`src/logic/plc_pkg.sv`:
```
// Package: register map, field layout, reset values and function codes of the logic cell
package plc_pkg;

	// ************************************************************
	// Register map (byte addresses, one 32-bit word each)
	// ************************************************************
	localparam int unsigned ADDR_W = 12;
	localparam logic [11:0] CELL_STRIDE = 12'h020;
	localparam logic [4:0] OFF_CON = 5'h00;
	localparam logic [4:0] OFF_POL = 5'h04;
	localparam logic [4:0] OFF_SEL_A = 5'h08;
	localparam logic [4:0] OFF_SEL_B = 5'h0C;
	localparam logic [4:0] OFF_GLS0 = 5'h10;
	localparam logic [4:0] OFF_GLS1 = 5'h14;
	localparam logic [4:0] OFF_GLS2 = 5'h18;
	localparam logic [4:0] OFF_GLS3 = 5'h1C;
	localparam logic [11:0] OFF_MIRROR = 12'h100;
	localparam logic [11:0] OFF_FLAG = 12'h104;

	// ************************************************************
	// Control register fields
	// ************************************************************
	localparam int unsigned CON_EN = 7;
	localparam int unsigned CON_OE = 6;
	localparam int unsigned CON_OUT = 5;
	localparam int unsigned CON_INTP = 4;
	localparam int unsigned CON_INTN = 3;
	localparam int unsigned CON_MODE_LSB = 0;
	localparam logic [7:0] CON_RESET = 8'h00;
	localparam logic [7:0] CON_WMASK = 8'hDF;

	// ************************************************************
	// Polarity and mux select fields
	// ************************************************************
	localparam int unsigned POL_RESULT = 7;
	localparam logic RESULT_INV_RESET = 1'b0;
	localparam int unsigned SEL_LO_LSB = 0;
	localparam int unsigned SEL_HI_LSB = 4;

	// ************************************************************
	// Input wiring and pin synchroniser
	// ************************************************************
	localparam int unsigned IN_FOSC = 4;
	localparam int unsigned IN_T0 = 5;
	localparam int unsigned IN_T1 = 6;
	localparam int unsigned IN_T2 = 7;
	localparam int unsigned IN_CELL1 = 8;
	localparam int unsigned IN_CELL2 = 9;
	localparam int unsigned SYNC_STAGES = 3;

	// ************************************************************
	// Logic function codes
	// ************************************************************
	typedef enum logic [2:0] {
		PLC_AND_OR = 3'h0,
		PLC_OR_XOR = 3'h1,
		PLC_AND4 = 3'h2,
		PLC_SR_LATCH = 3'h3,
		PLC_DFF_SR = 3'h4,
		PLC_DFF2_R = 3'h5,
		PLC_JK_R = 3'h6,
		PLC_TLATCH_SR = 3'h7
	} plc_mode_e;

endpackage // plc_pkg

```
`src/logic/plc_cell.sv`:
```
// Datapath of one logic cell: input muxes, gates, function stage and output inversion
module plc_cell (
	// Clock and reset
	input wire logic clk_i,
	input wire logic arst_n_i,
	// Candidate inputs
	input wire logic [15:0] cell_in_i,
	// Configuration
	input wire logic [11:0] mux_code_i,
	input wire logic [31:0] gate_sel_i,
	input wire logic [3:0] gate_invert_bits_i,
	input wire logic result_invert_i,
	input wire logic cell_enable_i,
	input wire logic [2:0] function_select_i,
	// Final cell output, combinational
	output logic final_o
);

	// ************************************************************
	// Data selection
	// ************************************************************

	// Mux k sees inputs 4k..4k+7, wrapping past 15 for mux 4
	function automatic logic mux_pick(input logic [15:0] v, input logic [1:0] k,
		input logic [2:0] code);
		logic [3:0] idx;
		idx = {k, 2'b00} + {1'b0, code};
		return v[idx];
	endfunction

	logic [3:0] data_sel;
	logic [3:0] gate_val;
	logic [3:0] both_forms;
	logic [7:0] terms;

	// Odd bits take each input true, even bits take it inverted
	genvar gi;
	generate
		for (gi = 0; gi < 4; gi++) begin : g_mux
			assign data_sel[gi] = mux_pick(cell_in_i, 2'(gi), mux_code_i[3*gi +: 3]);
			assign terms[2*gi] = ~data_sel[gi];
			assign terms[2*gi+1] = data_sel[gi];
		end
	endgenerate

	// ************************************************************
	// Data gating
	// ************************************************************

	// Raw gate is the OR of enabled terms, i.e. the inverted AND of their complements;
	// no terms gives 0, so the invert bit alone sets a constant level
	generate
		for (gi = 0; gi < 4; gi++) begin : g_gate
			// Both forms of one input enabled: gate held at zero whatever its polarity bit
			assign both_forms[gi] = |(gate_sel_i[8*gi +: 8] &
				(gate_sel_i[8*gi +: 8] >> 1) & 8'h55);
			assign gate_val[gi] = ~both_forms[gi] & (gate_invert_bits_i[gi] ^
				(|(gate_sel_i[8*gi +: 8] & terms)));
		end
	endgenerate

	// ************************************************************
	// Function stage
	// ************************************************************
	logic state_ff;
	logic nxt_state;
	logic g1_prev_ff;
	logic g1_rise;
	logic comb_val;
	logic func_val;
	logic is_seq;

	// Gate 1 acts as clock; its edge is seen against the previous sample
	assign g1_rise = gate_val[0] & ~g1_prev_ff;
	assign is_seq = function_select_i inside {plc_pkg::PLC_SR_LATCH, plc_pkg::PLC_DFF_SR,
		plc_pkg::PLC_DFF2_R, plc_pkg::PLC_JK_R, plc_pkg::PLC_TLATCH_SR};

	// Combinational functions
	always_comb begin
		unique case (plc_pkg::plc_mode_e'(function_select_i))
			plc_pkg::PLC_AND_OR: comb_val = (gate_val[0] & gate_val[1]) |
				(gate_val[2] & gate_val[3]);
			plc_pkg::PLC_OR_XOR: comb_val = (gate_val[0] | gate_val[1]) ^
				(gate_val[2] | gate_val[3]);
			plc_pkg::PLC_AND4: comb_val = &gate_val;
			default: comb_val = 1'b0;
		endcase
	end

	// Storage functions; reset and set override the clock edge each cycle
	always_comb begin
		nxt_state = state_ff;
		unique case (plc_pkg::plc_mode_e'(function_select_i))
			plc_pkg::PLC_SR_LATCH: begin
				if (gate_val[0] | gate_val[1]) begin
					nxt_state = 1'b1;
				end else if (gate_val[2] | gate_val[3]) begin
					nxt_state = 1'b0;
				end
			end
			plc_pkg::PLC_DFF_SR: begin
				if (gate_val[2]) begin
					nxt_state = 1'b0;
				end else if (gate_val[3]) begin
					nxt_state = 1'b1;
				end else if (g1_rise) begin
					nxt_state = gate_val[1];
				end
			end
			plc_pkg::PLC_DFF2_R: begin
				if (gate_val[2]) begin
					nxt_state = 1'b0;
				end else if (g1_rise) begin
					nxt_state = gate_val[1] & gate_val[3];
				end
			end
			plc_pkg::PLC_JK_R: begin
				if (gate_val[2]) begin
					nxt_state = 1'b0;
				end else if (g1_rise) begin
					unique case ({gate_val[1], gate_val[3]})
						2'b10: nxt_state = 1'b1;
						2'b01: nxt_state = 1'b0;
						2'b11: nxt_state = ~state_ff;
						default: nxt_state = state_ff;
					endcase
				end
			end
			plc_pkg::PLC_TLATCH_SR: begin
				if (gate_val[2]) begin
					nxt_state = 1'b0;
				end else if (gate_val[3]) begin
					nxt_state = 1'b1;
				end else if (gate_val[0]) begin
					nxt_state = gate_val[1];
				end
			end
			default: nxt_state = state_ff;
		endcase
	end

	// Stored value only moves while the cell is enabled
	always_ff @(posedge clk_i or negedge arst_n_i) begin
		if (!arst_n_i) begin
			state_ff <= 1'b0;
			g1_prev_ff <= 1'b0;
		end else begin
			g1_prev_ff <= gate_val[0];
			if (cell_enable_i) begin
				state_ff <= nxt_state;
			end
		end
	end

	// ************************************************************
	// Output inversion and enable
	// ************************************************************
	assign func_val = is_seq ? state_ff : comb_val;
	assign final_o = cell_enable_i & (result_invert_i ^ func_val);

endmodule // plc_cell

```
`src/logic/plc_top.sv`:
```
// Top of the programmable logic cells: APB register file, input wiring, edge flags, mirror
//
// Behaviour
// - Four muxes each pick one of eight inputs with a 3-bit code.
// - Mux 1 sees inputs 0-7, mux 2 inputs 4-11, mux 3 inputs 8-15.
// - Mux 4 codes 0-3 pick inputs 12-15, codes 4-7 pick inputs 0-3.
// - Inputs 4-9 are clock, timers and cell outputs; 12-15 per instance.
// - Mux select fields have no defined value after power-up.
// - Each gate combines any subset of selected signals, true or inverted.
// - Each gate result can be inverted by its own polarity bit.
// - Select 0x55 and 0xAA give AND, NAND, NOR, OR by polarity.
// - A gate with nothing selected outputs its polarity bit.
// - Selecting both forms of one input forces the gate to a constant.
// - Four identical gates, each with its own select register.
// - Gate selects have no defined value after power-up.
// - The four gate results feed the selected function.
// - Function result goes through inversion to peripherals, pin and feedback.
// - Output invert bit inverts the function result.
// - An edge caused by toggling output invert counts like any edge.
// - Separate rising and falling detectors, each gated by its enable.
// - Qualifying edge sets a sticky flag until software clears it.
// - An edge wins over a simultaneous software clear.
// - One mirror register shows all cell outputs captured together.
// - Reset clears the control register and the output invert bit; selects and gate polarities keep.
// - Function codes: AND-OR, OR-XOR, AND, SR, DFF-SR, DFF2-R, JK-R, latch.
// - Disabled cell outputs zero and does not process inputs.
// - Control register shows the final output as a read-only bit.
//
// The APB register port and the register offsets were chosen for this implementation.
module plc_top #(
	parameter int unsigned NCELL = 2
) (
	// Clock and reset
	input wire logic clk_i,
	input wire logic arst_n_i,
	// APB slave
	input wire logic psel_i,
	input wire logic penable_i,
	input wire logic pwrite_i,
	input wire logic [plc_pkg::ADDR_W-1:0] paddr_i,
	input wire logic [31:0] pwdata_i,
	output logic [31:0] prdata_o,
	output logic pready_o,
	output logic pslverr_o,
	// Sources on this clock
	input wire logic timer0_wrap_i,
	input wire logic timer1_wrap_i,
	input wire logic timer2_period_hit_i,
	// Sources from pins or other clocks, two pins and four specific per cell
	input wire logic [2*NCELL-1:0] pin_in_i,
	input wire logic [4*NCELL-1:0] inst_src_i,
	// Cell results
	output logic [NCELL-1:0] cell_out_o,
	output logic [NCELL-1:0] pin_o,
	output logic [NCELL-1:0] pin_oe_o,
	output logic [NCELL-1:0] cell_irq_flag_o
);

	// ************************************************************
	// Elaboration checks
	// ************************************************************
	// Feedback needs cells 1 and 2; the decode holds eight cells below the mirror
	if (NCELL < 2 || NCELL > 8) begin : g_bad_ncell
		$error("plc_top: NCELL must be between 2 and 8");
	end

	// ************************************************************
	// Input synchronisers
	// ************************************************************
	localparam int unsigned NASYNC = 6 * NCELL;
	logic [NASYNC-1:0] async_in;
	logic [NASYNC-1:0] sync1_ff;
	logic [NASYNC-1:0] sync2_ff;
	logic [NASYNC-1:0] sync3_ff;
	logic [NASYNC-1:0] filt_ff;
	logic [NASYNC-1:0] nxt_filt;

	assign async_in = {inst_src_i, pin_in_i};

	// Three stages; a change is taken once stages two and three agree
	assign nxt_filt = (sync2_ff ~^ sync3_ff) & sync3_ff | ~(sync2_ff ~^ sync3_ff) & filt_ff;

	always_ff @(posedge clk_i or negedge arst_n_i) begin
		if (!arst_n_i) begin
			sync1_ff <= '0;
			sync2_ff <= '0;
			sync3_ff <= '0;
			filt_ff <= '0;
		end else begin
			sync1_ff <= async_in;
			sync2_ff <= sync1_ff;
			sync3_ff <= sync2_ff;
			filt_ff <= nxt_filt;
		end
	end

	// ************************************************************
	// System clock as a data source
	// ************************************************************
	// The clock itself cannot be sampled on its own edge; a half-rate square stands in
	logic fosc_ff;

	always_ff @(posedge clk_i or negedge arst_n_i) begin
		if (!arst_n_i) begin
			fosc_ff <= 1'b0;
		end else begin
			fosc_ff <= ~fosc_ff;
		end
	end

	// ************************************************************
	// APB decode
	// ************************************************************
	logic [2:0] cell_idx;
	logic [4:0] reg_off;
	logic cell_space;
	logic cell_hit;
	logic mirror_hit;
	logic flag_hit;
	logic addr_hit;
	logic bus_write;
	logic bus_setup;

	assign cell_idx = paddr_i[7:5];
	assign reg_off = {paddr_i[4:2], 2'b00};
	assign cell_space = (paddr_i[plc_pkg::ADDR_W-1:8] == '0);
	assign cell_hit = cell_space && (32'(cell_idx) < NCELL);
	assign mirror_hit = ({paddr_i[11:2], 2'b00} == plc_pkg::OFF_MIRROR);
	assign flag_hit = ({paddr_i[11:2], 2'b00} == plc_pkg::OFF_FLAG);
	assign addr_hit = cell_hit | mirror_hit | flag_hit;
	assign bus_write = psel_i & penable_i & pwrite_i & addr_hit;
	assign bus_setup = psel_i & ~penable_i;

	// Zero-wait slave; unmapped addresses answer with an error
	assign pready_o = 1'b1;
	assign pslverr_o = psel_i & penable_i & ~addr_hit;

	// ************************************************************
	// Per-cell registers and datapath
	// ************************************************************
	logic [NCELL-1:0] final_out;
	logic [NCELL-1:0] out_ff;
	logic [NCELL-1:0] flag_ff;
	logic [7:0] con_rd [NCELL];
	logic [7:0] pol_rd [NCELL];
	logic [7:0] sel_a_rd [NCELL];
	logic [7:0] sel_b_rd [NCELL];
	logic [31:0] gls_rd [NCELL];

	genvar ci;
	generate
		for (ci = 0; ci < NCELL; ci++) begin : g_cell
			logic [7:0] con_ff;
			logic result_invert_ff;
			logic [3:0] gate_inv_ff;
			logic [11:0] mux_code_ff;
			logic [31:0] gls_ff;
			logic wr_here;
			logic [15:0] cell_in;
			logic rise_hit;
			logic fall_hit;
			logic flag_clear;

			assign wr_here = bus_write & cell_hit & (32'(cell_idx) == ci);

			// Control register and output invert bit are cleared by reset
			always_ff @(posedge clk_i or negedge arst_n_i) begin
				if (!arst_n_i) begin
					con_ff <= plc_pkg::CON_RESET;
					result_invert_ff <= plc_pkg::RESULT_INV_RESET;
				end else if (wr_here && reg_off == plc_pkg::OFF_CON) begin
					con_ff <= pwdata_i[7:0] & plc_pkg::CON_WMASK;
				end else if (wr_here && reg_off == plc_pkg::OFF_POL) begin
					result_invert_ff <= pwdata_i[plc_pkg::POL_RESULT];
				end
			end

			// Selects and gate settings carry no reset, so they survive one
			always_ff @(posedge clk_i) begin
				if (wr_here && reg_off == plc_pkg::OFF_POL) begin
					gate_inv_ff <= pwdata_i[3:0];
				end
				if (wr_here && reg_off == plc_pkg::OFF_SEL_A) begin
					mux_code_ff[5:0] <= {pwdata_i[plc_pkg::SEL_HI_LSB +: 3],
						pwdata_i[plc_pkg::SEL_LO_LSB +: 3]};
				end
				if (wr_here && reg_off == plc_pkg::OFF_SEL_B) begin
					mux_code_ff[11:6] <= {pwdata_i[plc_pkg::SEL_HI_LSB +: 3],
						pwdata_i[plc_pkg::SEL_LO_LSB +: 3]};
				end
				if (wr_here && reg_off == plc_pkg::OFF_GLS0) begin
					gls_ff[7:0] <= pwdata_i[7:0];
				end
				if (wr_here && reg_off == plc_pkg::OFF_GLS1) begin
					gls_ff[15:8] <= pwdata_i[7:0];
				end
				if (wr_here && reg_off == plc_pkg::OFF_GLS2) begin
					gls_ff[23:16] <= pwdata_i[7:0];
				end
				if (wr_here && reg_off == plc_pkg::OFF_GLS3) begin
					gls_ff[31:24] <= pwdata_i[7:0];
				end
			end

			// Input wiring; feedback uses the registered outputs to avoid loops
			assign cell_in[1:0] = filt_ff[2*ci +: 2];
			assign cell_in[3:2] = 2'b00;
			assign cell_in[plc_pkg::IN_FOSC] = fosc_ff;
			assign cell_in[plc_pkg::IN_T0] = timer0_wrap_i;
			assign cell_in[plc_pkg::IN_T1] = timer1_wrap_i;
			assign cell_in[plc_pkg::IN_T2] = timer2_period_hit_i;
			assign cell_in[plc_pkg::IN_CELL1] = out_ff[0];
			assign cell_in[plc_pkg::IN_CELL2] = out_ff[1];
			assign cell_in[11:10] = 2'b00;
			assign cell_in[15:12] = filt_ff[2*NCELL + 4*ci +: 4];

			plc_cell u_cell (
				.clk_i(clk_i),
				.arst_n_i(arst_n_i),
				.cell_in_i(cell_in),
				.mux_code_i(mux_code_ff),
				.gate_sel_i(gls_ff),
				.gate_invert_bits_i(gate_inv_ff),
				.result_invert_i(result_invert_ff),
				.cell_enable_i(con_ff[plc_pkg::CON_EN]),
				.function_select_i(con_ff[plc_pkg::CON_MODE_LSB +: 3]),
				.final_o(final_out[ci])
			);

			// Edge detectors compare the live output with last cycle's sample
			assign rise_hit = final_out[ci] & ~out_ff[ci] & con_ff[plc_pkg::CON_INTP];
			assign fall_hit = ~final_out[ci] & out_ff[ci] & con_ff[plc_pkg::CON_INTN];
			assign flag_clear = bus_write & flag_hit & pwdata_i[ci];

			// Sticky flag; a new edge beats a clear in the same cycle
			always_ff @(posedge clk_i or negedge arst_n_i) begin
				if (!arst_n_i) begin
					out_ff[ci] <= 1'b0;
					flag_ff[ci] <= 1'b0;
				end else begin
					out_ff[ci] <= final_out[ci];
					if (rise_hit || fall_hit) begin
						flag_ff[ci] <= 1'b1;
					end else if (flag_clear) begin
						flag_ff[ci] <= 1'b0;
					end
				end
			end

			// Readback views
			assign con_rd[ci] = {con_ff[7:6], out_ff[ci], con_ff[4:0]};
			assign pol_rd[ci] = {result_invert_ff, 3'b000, gate_inv_ff};
			assign sel_a_rd[ci] = {1'b0, mux_code_ff[5:3], 1'b0, mux_code_ff[2:0]};
			assign sel_b_rd[ci] = {1'b0, mux_code_ff[11:9], 1'b0, mux_code_ff[8:6]};
			assign gls_rd[ci] = gls_ff;

			assign pin_oe_o[ci] = con_ff[plc_pkg::CON_OE];
		end
	endgenerate

	// ************************************************************
	// Read path
	// ************************************************************
	logic [31:0] rd_data;
	logic [31:0] prdata_ff;

	// All cell outputs come from one register sample, so the mirror has no skew
	always_comb begin
		rd_data = 32'h0000_0000;
		if (mirror_hit) begin
			rd_data = 32'(out_ff);
		end else if (flag_hit) begin
			rd_data = 32'(flag_ff);
		end else if (cell_hit) begin
			for (int i = 0; i < NCELL; i++) begin
				if (32'(cell_idx) == i) begin
					unique case (reg_off)
						plc_pkg::OFF_CON: rd_data = {24'h000000, con_rd[i]};
						plc_pkg::OFF_POL: rd_data = {24'h000000, pol_rd[i]};
						plc_pkg::OFF_SEL_A: rd_data = {24'h000000, sel_a_rd[i]};
						plc_pkg::OFF_SEL_B: rd_data = {24'h000000, sel_b_rd[i]};
						plc_pkg::OFF_GLS0: rd_data = {24'h000000, gls_rd[i][7:0]};
						plc_pkg::OFF_GLS1: rd_data = {24'h000000, gls_rd[i][15:8]};
						plc_pkg::OFF_GLS2: rd_data = {24'h000000, gls_rd[i][23:16]};
						plc_pkg::OFF_GLS3: rd_data = {24'h000000, gls_rd[i][31:24]};
						default: rd_data = 32'h0000_0000;
					endcase
				end
			end
		end
	end

	// Read data captured in the setup cycle and held through the access cycle
	always_ff @(posedge clk_i or negedge arst_n_i) begin
		if (!arst_n_i) begin
			prdata_ff <= 32'h0000_0000;
		end else if (bus_setup) begin
			prdata_ff <= rd_data;
		end
	end

	assign prdata_o = prdata_ff;

	// ************************************************************
	// Outputs
	// ************************************************************
	// Peripherals and pin see the registered output, one cycle behind the cell
	assign cell_out_o = out_ff;
	assign pin_o = out_ff;
	assign cell_irq_flag_o = flag_ff;

endmodule // plc_top

```
`config.mk`:
```
export PLATFORM = sky130hd
export DESIGN_NAME = plc_top
export DESIGN_NICKNAME = d
export VERILOG_FILES = /design/src/logic/plc_pkg.sv /design/src/logic/plc_cell.sv /design/src/logic/plc_top.sv
export SDC_FILE = /design/constraint.sdc
export NUM_CORES = 1
export LEC_CHECK = 0
export BUFFER_PORTS_ARGS = -buffer_cell sky130_fd_sc_hd__buf_4
export CORE_ASPECT_RATIO = 0.75
export CORE_MARGIN = 2
export CORE_UTILIZATION = 59
export DETAILED_ROUTE_END_ITERATION = 8
export GPL_ROUTABILITY_DRIVEN = 0
export PLACE_DENSITY = 0.81
export SYNTH_ARGS = -nofsm -noshare
export SYNTH_HDL_FRONTEND = slang
export SYNTH_SLANG_ARGS = --single-unit
```
`constraint.sdc`:
```
create_clock -name clk_i -period 4.22 [get_ports clk_i]
set_input_delay 0.422 -clock clk_i [delete_from_list [all_inputs] [get_ports clk_i]]
set_output_delay 0.422 -clock clk_i [all_outputs]
set_load 0.01 [all_outputs]
```
======== Word-level counts from Yosys, hierarchy flattened ========
Index checks and enable logic that the tools add are counted.
word-level totals
  register bits ........................... 201
  input bits .............................. 64
  output and inout port bits .............. 42
cells by class
  add/subtract/negate cells ............... 6
  order comparisons ....................... 9
  eq/ne operators ......................... 42
  multiplexer cells ....................... 59
  bitwise logic cells ..................... 107
  reduce and logical (&&, ||, !) cells .... 50
operator list
  operator                                                                      count
  32-bit 2-to-1 mux                                                             4
  8-bit case mux with 8 select lines                                            2
  8-bit bitwise AND                                                             8
  8-bit OR reduction                                                            8
  7-bit bitwise AND                                                             8
  1-bit 2-to-1 mux                                                              38
  1-bit bitwise AND                                                             37
  3-bit equality test, second input constant                                    12
  4-bit OR reduction                                                            8
  4-bit by 5-bit less-than comparator with 1-bit output, second input constant  6
  1-bit NOT                                                                     29
  12-bit bitwise AND                                                            2
  1-bit binary-select mux with 4-bit select                                     6
  10-bit by 7-bit equality test with 1-bit output, second input constant        2
  3-bit by 2-bit equality test with 1-bit output, second input constant         6
  1-bit logical AND                                                             17
  4-bit by 3-bit adder with 4-bit output, first input constant                  4
  4-bit by 1-bit inequality test with 1-bit output, second input constant       4
  8-bit AND reduction                                                           2
  3-bit by 1-bit equality test with 1-bit output, second input constant         4
  3-bit by 1-bit inequality test with 1-bit output, second input constant       4
  12-bit NOT                                                                    1
  12-bit OR                                                                     1
  1-bit case mux with 3 select lines                                            4
  other kinds (21)                                                              56

======== Longest topological paths before layout ========
Gate-level depths: netlist of the first run.
  word-level depth ........................ 19
  depth in mapped cells ................... 17
  mapped depth without buffers ............ 15

======== Hierarchy ========
Synthesis of the first run repeated with hierarchy kept, for this count alone.
unflattened totals
  cells, all modules ...................... 682
  area total of the unflattened synthesis .. 8929.8 um^2
modules (own cells, without submodules)
  module    instances  cells each  area each (um^2)  sequential area each (um^2)
  plc_top   1          442         6880.3            4809.6
  plc_cell  2          120         1024.7            50.0

======== Worst setup path before layout of the first run ========
Ideal clock, no wire load.
  path type ............................... reg2reg
  start point ............................. reg g_cell[0].mux_code_ff[2]
  end point ............................... reg flag_ff[0] (netlist: cell_irq_flag_o[0])
  setup time .............................. 80 ps
  data arrival time ....................... 3654 ps
  data required time ...................... 4140 ps
  slack ................................... 486 ps
  stages on the path, launching flop included .. 16
  buffers on the path ..................... 0
  clock period less this slack ............ 3734 ps
  cell sequence ........................... edfxtp_1 mux2_4 a222oi_1 mux2_1 a211o_2 o21a_1 nor3_4 nor2_1 ha_1 nor3_1 o21ai_0 o21ai_0 xor2_1 or3_1 a211o_1 o211ai_2
on the way
  cells in the longest elaborated chain, start to end .. 18
  elaborated cells on any way between the ends .. 38
  those cells by class .................... mux: 5; bitwise: 26; reduce/logical: 7
RTL lines
  element                                                 RTL line                        RTL
  start: declaration                                      plc_top.sv:156                  logic [11:0] mux_code_ff;
  start signal: assignment                                plc_top.sv:184                  mux_code_ff[5:0] <= {pwdata_i[plc_pkg::SEL_HI_LSB +: 3],
  1-bit binary-select mux with 3-bit select *             plc_cell.sv:28                  return v[idx];
  1-bit 2-to-1 mux (not written as such) *                plc_cell.sv:28
  1-bit NOT                                               plc_cell.sv:41                  assign terms[2*gi] = ~data_sel[gi];
  8-bit bitwise AND                                       plc_cell.sv:58                  (|(gate_sel_i[8*gi +: 8] & terms)));
  8-bit OR reduction                                      plc_cell.sv:58
  1-bit XOR                                               plc_cell.sv:57                  assign gate_val[gi] = ~both_forms[gi] & (gate_invert_bits_i[gi] ^
  1-bit bitwise AND                                       plc_cell.sv:57
  1-bit OR, or another cell as far along                  plc_cell.sv:83                  plc_pkg::PLC_OR_XOR: comb_val = (gate_val[0] | gate_val[1]) ^
  1-bit XOR or 1-bit OR (tied branches)                   plc_cell.sv:83, plc_cell.sv:81
  1-bit case mux with 3 select lines *                    plc_cell.sv:80                  unique case (plc_pkg::plc_mode_e'(function_select_i))
  1-bit 2-to-1 mux *                                      plc_cell.sv:158                 assign func_val = is_seq ? state_ff : comb_val;
  1-bit XOR *                                             plc_cell.sv:159                 assign final_o = cell_enable_i & (result_invert_i ^ func_val);
  1-bit bitwise AND *                                     plc_cell.sv:159
  1-bit NOT                                               plc_top.sv:232                  assign fall_hit = ~final_out[ci] & out_ff[ci] & con_ff[plc_pkg::CON_INTN];
  1-bit bitwise AND (2 in a row)                          plc_top.sv:232
  1-bit logical OR *                                      plc_top.sv:242                  if (rise_hit || fall_hit) begin
  1-bit 2-to-1 mux or 2-bit nonzero test (tied branches)  --
  end signal: indexed assignment                          plc_top.sv:239                  flag_ff[ci] <= 1'b0;
  end signal: indexed assignment                          plc_top.sv:243                  flag_ff[ci] <= 1'b1;
  end signal: indexed assignment                          plc_top.sv:245                  flag_ff[ci] <= 1'b0;
  end: declaration                                        plc_top.sv:143                  logic [NCELL-1:0] flag_ff;
Every way passes the cells marked *; elsewhere a longest branch is shown, timed or not. The select of a mux whose other input is x is not followed.
A chain may end at the register's enable or synchronous reset.

======== Final worst setup path of the first run ========
Same ends and word-level chain as after synthesis.

==> flow_summary.yaml, run 1 <==
worst_setup_path:
  critPathSlowestCell: "edfxtp_1"
  critical_path.max_fanout: 4
  crit-reg2reg-launch: "g_cell[0].mux_code_ff[2]"
  critPathMaxStageDelay_ns: 0.46
  category_of_cells_accounting_for_the_largest_share_of_critical_path_delay: "compound AO/OA/AOI/OAI gates"
  arrival_ns: 4.41
  setup.worst_path.start_class: "flip-flop"
  worst_setup_path_startpoint: "g_cell[0].mux_code_ff[2]"
  critical_path.most_common_cell: "o21ai_1"
  crit_chain: "mux2_4 -> a222oi_1 -> buf_4 -> mux2_1 -> a211o_2 -> o21a_1 -> nor3_4 -> nor2_1 -> ha_1 -> nor3_2 -> o21ai_1 -> o21ai_1 -> xor2_1 -> or3_4 -> a211o_1 -> o211ai_2"
  worst-path-buf-inv: 1
  crit_path_capture_type: "flip-flop"
  worst-endpoint-required_ns: 4.58
  setup.worst_path.class: "flip-flop to flip-flop"
cts:
  cts-root-buf: "clkbuf_16"
  worstSkewPairLatency_ns: 0.44
  numClockSinks: 177
  cts_buffers: 17
  cts_tree: "built"
  path_clk_slew_ns: 0.08
  cts_htree_levels: 4
  post_cts_hold_buffer_count: 0
  cts.path.max_buffers: 2
logic_synthesis:
  yosysWarnings: 0
  syn_avg_cell_area_um2: 12.2
  async_flop_share_pct: 45.8
  postSynthCellCount: 725
  synth-main-ff-cell: "edfxtp_1"
  number_of_enable_flip_flop_cells_after_synthesis: 96
  ys_seq_elements: 177
  mappedNetlistArea_um2: 8810
  yosys.cell_types.count: 82
  synth_sequential_area_ratio_pct: 55.7
final_layout:
  layout_commonest_cell: "edfxtp_1"
  multiInputGateArea_um2: 3610
  stdcell_count: 1000
  flow.area_growth_from_synthesis_pct: 13.3
  layout.nets: 853
  layout_common_cells: "edfxtp_1, dfrtp_1, buf_4"
  layout-drive-gt1-share_pct: 21.0
  layout.filler_cells: 989
  num_antenna_cells: 0
  finalInstanceArea_um2: 9980
  area.sequential_um2: 4910
die:
  pin_count: 106
  floorplan.die.height_um: 110
  rows: 38
  floorplan.die_area_um2: 15900
  fp.coreArea_um2: 14500
  initial_utilization_pct: 60.6
  fp.dieW_um: 145
routing:
  drt-pass1-iter-count: 8
  vias: 6831
  routed_wirelength_um: 24700
  drt_antenna_net_count: 0
  route.detailed.drc: 0
  vias_per_cell: 6.83
  routed_wire_length_per_instance_um: 24.7
  first_iter_violations: 1142
min_path:
  worstHoldPathType: "input pin to flip-flop"
  hold_path_startpoint: "inst_src_i[2]"
power:
  comb_power_share_pct: 6.6
  power.share.switching_pct: 25.5
  seq_power_share_pct: 50.9
  clockPowerShare_pct: 42.4
  power.ir.vdd_worst_v: 0.000322
  power.total_mw: 3.67
  netSwitchingPower_mw: 0.936
  standby_leakage_power_nw: 3.92
  power-per-cell-area_nw_per_um2: 368
  power.internal_mw: 2.74
sta:
  timing.slew.headroom_pct: 27.7
  setup_ws_ns: 0.168
  finalWorstPathRequiredPeriod_ns: 4.05
  tightestPinTransition_ns: 1.08
  clock_skew_ns: 0.0113
  final_max_slew_viol_count: 0
  tcrit_tclk_final_pct: 96.0
  setup_viol_count_final: 0
  holdWs_ns: 0.0847
  number_of_endpoints_with_negative_hold_slack_in_the_final_report: 0
  fmax_mhz: 247
global_route:
  globalRouteTotalUtil_pct: 32.0
  globalRouteOverflowTotal: 0
  pin_count_of_the_biggest_net_entering_global_routing: 82
  grt_pass1_vias: 6618
  grt_pass1_wl_um: 38100
  initial_antenna_violation_count: 0
placed_design:
  postPlaceCellArea_um2: 9330
  place_hpwl_um: 16900
  port_buffer_count: 54
  place_inst: 964
  post-place-ws_ns: 0.152
outcome:
  outcome: "completed"
job:
  number_of_max_capacitance_violations_reported: 0
==> cells in the mapped netlist (7+ instances only) <==
library cell  count  area share, %
mux2_2           37            4.7
maj3_1           12            1.4
mux2i_1          32            3.6
nand3_1          17           0.97
and2_1           11           0.78
nand4_1           8           0.57
edfxtp_1         96             33
nor2b_1          12           0.85
inv_1            24            1.0
buf_4            30            2.6
a22o_1           20            2.0
a22oi_1          22            1.9
nor2_1           46            2.0
a222oi_1          7           0.80
nand2b_1          8           0.57
a221oi_1         12            1.2
a31oi_1           9           0.64
nor3_1           17           0.97
dfrtp_1          81             23
o21ai_0          30            1.7
nand2_1          38            1.6
a21oi_1          25            1.4
clkbuf_1         13           0.55
==> repair_timing <==
action | CTS | global route
setup endpoints to repair | 0 | 3
buffers inserted | 0 | 4
resized for setup | 0 | 7
==> cell families after synthesis <==
kind of cell             count (synthesis)  share of synthesized area [%]
AO/OA/AOI/OAI                          186                           15.6
AND/OR/NAND/NOR                        182                           10.5
flip-flops                             177                           55.7
multiplexers                            84                           11.5
buffers and inverters                   76                           4.63
adder cells (fa/ha/maj)                 14                           1.65
XOR/XNOR                                 4                          0.398
other                                    2                         0.0852
==> cell type report <==
cell class              instances  share of cell area, %
well taps                     200                   2.51
repair buffers                 70                   5.26
multi-input cells             495                   36.1
flip-flops and latches        177                   49.2
clock buffers                  18                   4.30
clock inverters                14                   1.65
inverters                      26                  0.978
==> power groups by stage <==
stage / Sequential (mW) / Combinational (mW) / Clock (mW)
global route: 1.87 / 0.258 / 1.64
floorplan: 1.90 / 0.143 / 0
global placement: 1.91 / 0.223 / 0
finish: 1.87 / 0.244 / 1.56
CTS: 1.87 / 0.234 / 1.57
detailed placement: 1.91 / 0.231 / 0
==> through the flow <==
| step | setup TNS (ns) | util [%] |
|---|---|---|
| floorplan | 0 | - |
| global route | -0.0305 | 68.6 |
| global placement | 0 | 64.1 |
| CTS | 0 | 68.2 |
| finish | 0 | 68.6 |
| detailed placement | 0 | 64.1 |
==> flip-flops by register name, summed over array words and instances (netlist names), named ones only <==
register	count
fosc_ff	1
prdata_o	8
g_cell.u_cell.g1_prev_ff	2
g_cell.gls_ff	64
g_cell.mux_code_ff	24
sync1_ff	12
cell_out_o	2
sync3_ff	12
g_cell.con_ff	14
g_cell.result_invert_ff	2
cell_irq_flag_o	2
g_cell.u_cell.state_ff	2
g_cell.gate_inv_ff	8
sync2_ff	12
==> path summary, 6_finish.rpt <==
path | slack (ns) | end | depth (start not counted)
hold / removal | 0.08 | sync1_ff[6] | 1
hold reg to reg | 0.35 | sync2_ff[2] | 0
setup / recovery | 0.17 | cell_irq_flag_o[0] | 16
max in group asynchronous | 3.39 | g_cell[0].u_cell.g1_prev_ff | 1
setup reg to reg | 0.17 | cell_irq_flag_o[0] | 16
min in group asynchronous | 0.16 | sync2_ff[8] | 1
==> per-layer routing <==
layer,routed length (µm),share of wire [%],global-route usage (%)
met1,9420,38,44.0
met2,10400,42,46.5
met3,4080,17,12.2
met4,854,3.5,12.5
met5,0,0,0
(Power assumes the default switching activity.)
==> run 2: changes to the inputs <==
ABC_AREA = 0   (was not set)
SYNTH_HIERARCHICAL = 1   (was not set)
TNS_END_PERCENT = 100   (was not set)
==> run 2 against run 1 <==
Clock power rose by 3%. Non-clock buffer count decreased by 16. Sequential power hardly changed. Count of clock-buffer cells in the layout grew 2. Critical path depth fell by 3. First-iteration DRC count down 49%. Routed wire length decreased by 13%. Worst hold slack better by 0.0070 ns.
==> flow_summary.yaml, run 2 <==
outcome:
  outcome: "completed"
sta:
  setup_ws_ns: 0.880
  finalWorstPathRequiredPeriod_ns: 3.34
  number_of_endpoints_with_negative_hold_slack_in_the_final_report: 0
  clock_skew_ns: 0.00736
  final.setup.tns_ns: 0
  timing.slew.headroom_pct: 31.9
  holdWs_ns: 0.0917
  setup_viol_count_final: 0
  final_max_slew_viol_count: 0
  tcrit_tclk_final_pct: 79.2
  fmax_mhz: 299
  setup_repair_after_global_routing_missed_its_margin: "no"
  tightestPinTransition_ns: 1.02
logic_synthesis:
  postSynthCellCount: 682
  syn_avg_cell_area_um2: 13.1
  synthTopCellsByArea: "edfxtp_1, dfrtp_1, mux2i_1, buf_4, mux2_2"
  yosysWarnings: 6
  synth.top_cells.by_count: "edfxtp_1, mux2i_1, dfrtp_1"
  ys_seq_elements: 177
  mappedNetlistArea_um2: 8930
  netlist.top_cell.by_area: "edfxtp_1"
  yosys.cell_types.count: 65
  number_of_enable_flip_flop_cells_after_synthesis: 96
  post-synth-top-count-cell: "edfxtp_1"
  async_flop_share_pct: 45.8
  synth-main-ff-cell: "edfxtp_1"
  synth_sequential_area_ratio_pct: 55.0
  synth_largest_type_area_fraction_pct: 32.3
global_route:
  globalRouteTotalUtil_pct: 27.1
  initial_antenna_violation_count: 0
  grt_pass1_wl_um: 33400
  globalRouteOverflowTotal: 0
  pin_count_of_the_biggest_net_entering_global_routing: 82
  grt_pass1_vias: 5948
routing:
  routed_wire_length_per_instance_um: 22.5
  vias: 6039
  vias_per_cell: 6.35
  drt-pass1-iter-count: 5
  route.detailed.drc: 0
  drt_antenna_net_count: 0
  routed_wirelength_um: 21400
  first_iter_violations: 577
die:
  initial_utilization_pct: 61.0
  floorplan.die_area_um2: 16100
  floorplan.die.height_um: 111
  pin_count: 106
  rows: 38
  fp.coreArea_um2: 14600
  fp.dieW_um: 146
final_layout:
  layout-drive-gt1-share_pct: 19.3
  layout_common_cells: "edfxtp_1, mux2i_1, dfrtp_1"
  stdcell_count: 951
  top_regs: "g_cell.gls_ff x64, g_cell.mux_code_ff x24, g_cell.con_ff x14"
  finalInstanceArea_um2: 9920
  largest_register_ffs: 64
  num_antenna_cells: 0
  flow.area_growth_from_synthesis_pct: 11.1
  max_flop_register: "g_cell.gls_ff"
  layout.nets: 802
  layout_commonest_cell: "edfxtp_1"
cts:
  post_cts_resize_count: 0
  cts-root-buf: "clkbuf_16"
  numClockSinks: 177
  cts.repair_timing.setup_buffer_count: 0
  cts_htree_levels: 4
  post_cts_hold_buffer_count: 0
  cts_buffers: 17
  worstSkewPairLatency_ns: 0.44
  cts_tree: "built"
  cts.path.max_buffers: 2
  path_clk_slew_ns: 0.07
worst_setup_path:
  crit-reg2reg-launch: "cell_out_o[1]"
  critical_path.max_fanout: 10
  worst_setup_path_startpoint: "cell_out_o[1]"
  critical_path.reg2reg.endpoint: "cell_irq_flag_o[1]"
  ff_to_ff_setup_slack_ns: 0.88
  crit_path_capture_type: "flip-flop"
  worst-endpoint-required_ns: 4.60
  arrival_ns: 3.72
  setup.worst_path.class: "flip-flop to flip-flop"
  rr_worst_depth: 13
  setup.worst_path.start_class: "flip-flop"
placed_design:
  post-place-ws_ns: 0.973
  postPlaceCellArea_um2: 9320
  place_hpwl_um: 14400
  place_inst: 919
  port_buffer_count: 54
power:
  standby_leakage_power_nw: 3.98
  power-per-cell-area_nw_per_um2: 374
  power.ir.vdd_worst_v: 0.000511
job:
  number_of_max_capacitance_violations_reported: 0
min_path:
  whs_path_depth: 1
  worstHoldPathType: "input pin to flip-flop"
  hold_path_startpoint: "pin_in_i[2]"
  worst_hold_path.endpoint: "sync1_ff[2]"
[run 2: changes by cell type after synthesis, moves of 11 or more]
cell	change
nand3_1	+12
nor2_1	-16
o21ai_0	-15
mux2_2	-17
and2_1	-11
a22o_1	-17
nor3_1	-12
mux2i_1	+61
nand3b_1	+12
[run 2: worst max-delay path by stage]
stage	cells after the start	end
global placement	13	cell_irq_flag_o[1]
global route	13	cell_irq_flag_o[1]
CTS	13	cell_irq_flag_o[1]
finish	13	cell_irq_flag_o[1]
detailed placement	13	cell_irq_flag_o[1]
floorplan	14	cell_irq_flag_o[0]
[run 2: per-layer routing]
layer	vias up	track usage, %	routed length, µm
li1	2647	-	-
met1	3037	37.5	8750
met3	47	6.32	1900
met2	308	42.4	10200
met5	-	0	0
met4	0	9.51	535
[run 2: metrics by stage]
step                      power (mW)  utilization, %
after floorplan                 2.06               -
after global routing            3.83            67.7
after global placement          2.14            63.7
after CTS                       3.73            67.7
final                           3.71            67.7
after detailed placement        2.15            63.7
[run 2: critical path: stages (launching register included)]
cell and delay (ns):
dfrtp_1 0.67, mux2i_1 0.15, nand3b_1 0.17, nand4_4 0.17
mux2i_1 0.23, nand4_2 0.16, mux2i_4 0.26, nor4_1 0.44
o2111ai_1 0.18, nand3_1 0.14, mux2i_1 0.31, nand2_1 0.09
o22ai_1 0.20, a21o_1 0.11
[run 2: area by class of cell]
class | count | area, µm²
fillers | 1058 | 4730
well taps | 200 | 250
flip-flops and latches | 177 | 4910
repair buffers | 54 | 405
multi-input cells | 465 | 3670
clock buffers | 20 | 457
clock inverters | 12 | 139
inverters | 23 | 86.3
[run 2: logic make-up (layout without fill, tap and decap cells)]
kind of cell,count (synthesis),in the layout,synth area share [%]
adders and majority gates,12,12,1.35
other,2,41,0.0841
and+or+nand+nor,176,176,12.6
AOI/OAI and AO/OA,105,105,8.27
muxes,131,131,17.1
buffers and inverters,79,109,5.56
DFF,177,177,55.0
[run 2: power breakdown]
| group | internal (mW) | switching, mW |
|---|---|---|
| combinational | 0.0869 | 0.150 |
| clock | 0.953 | 0.644 |
| sequential | 1.86 | 0.0220 |
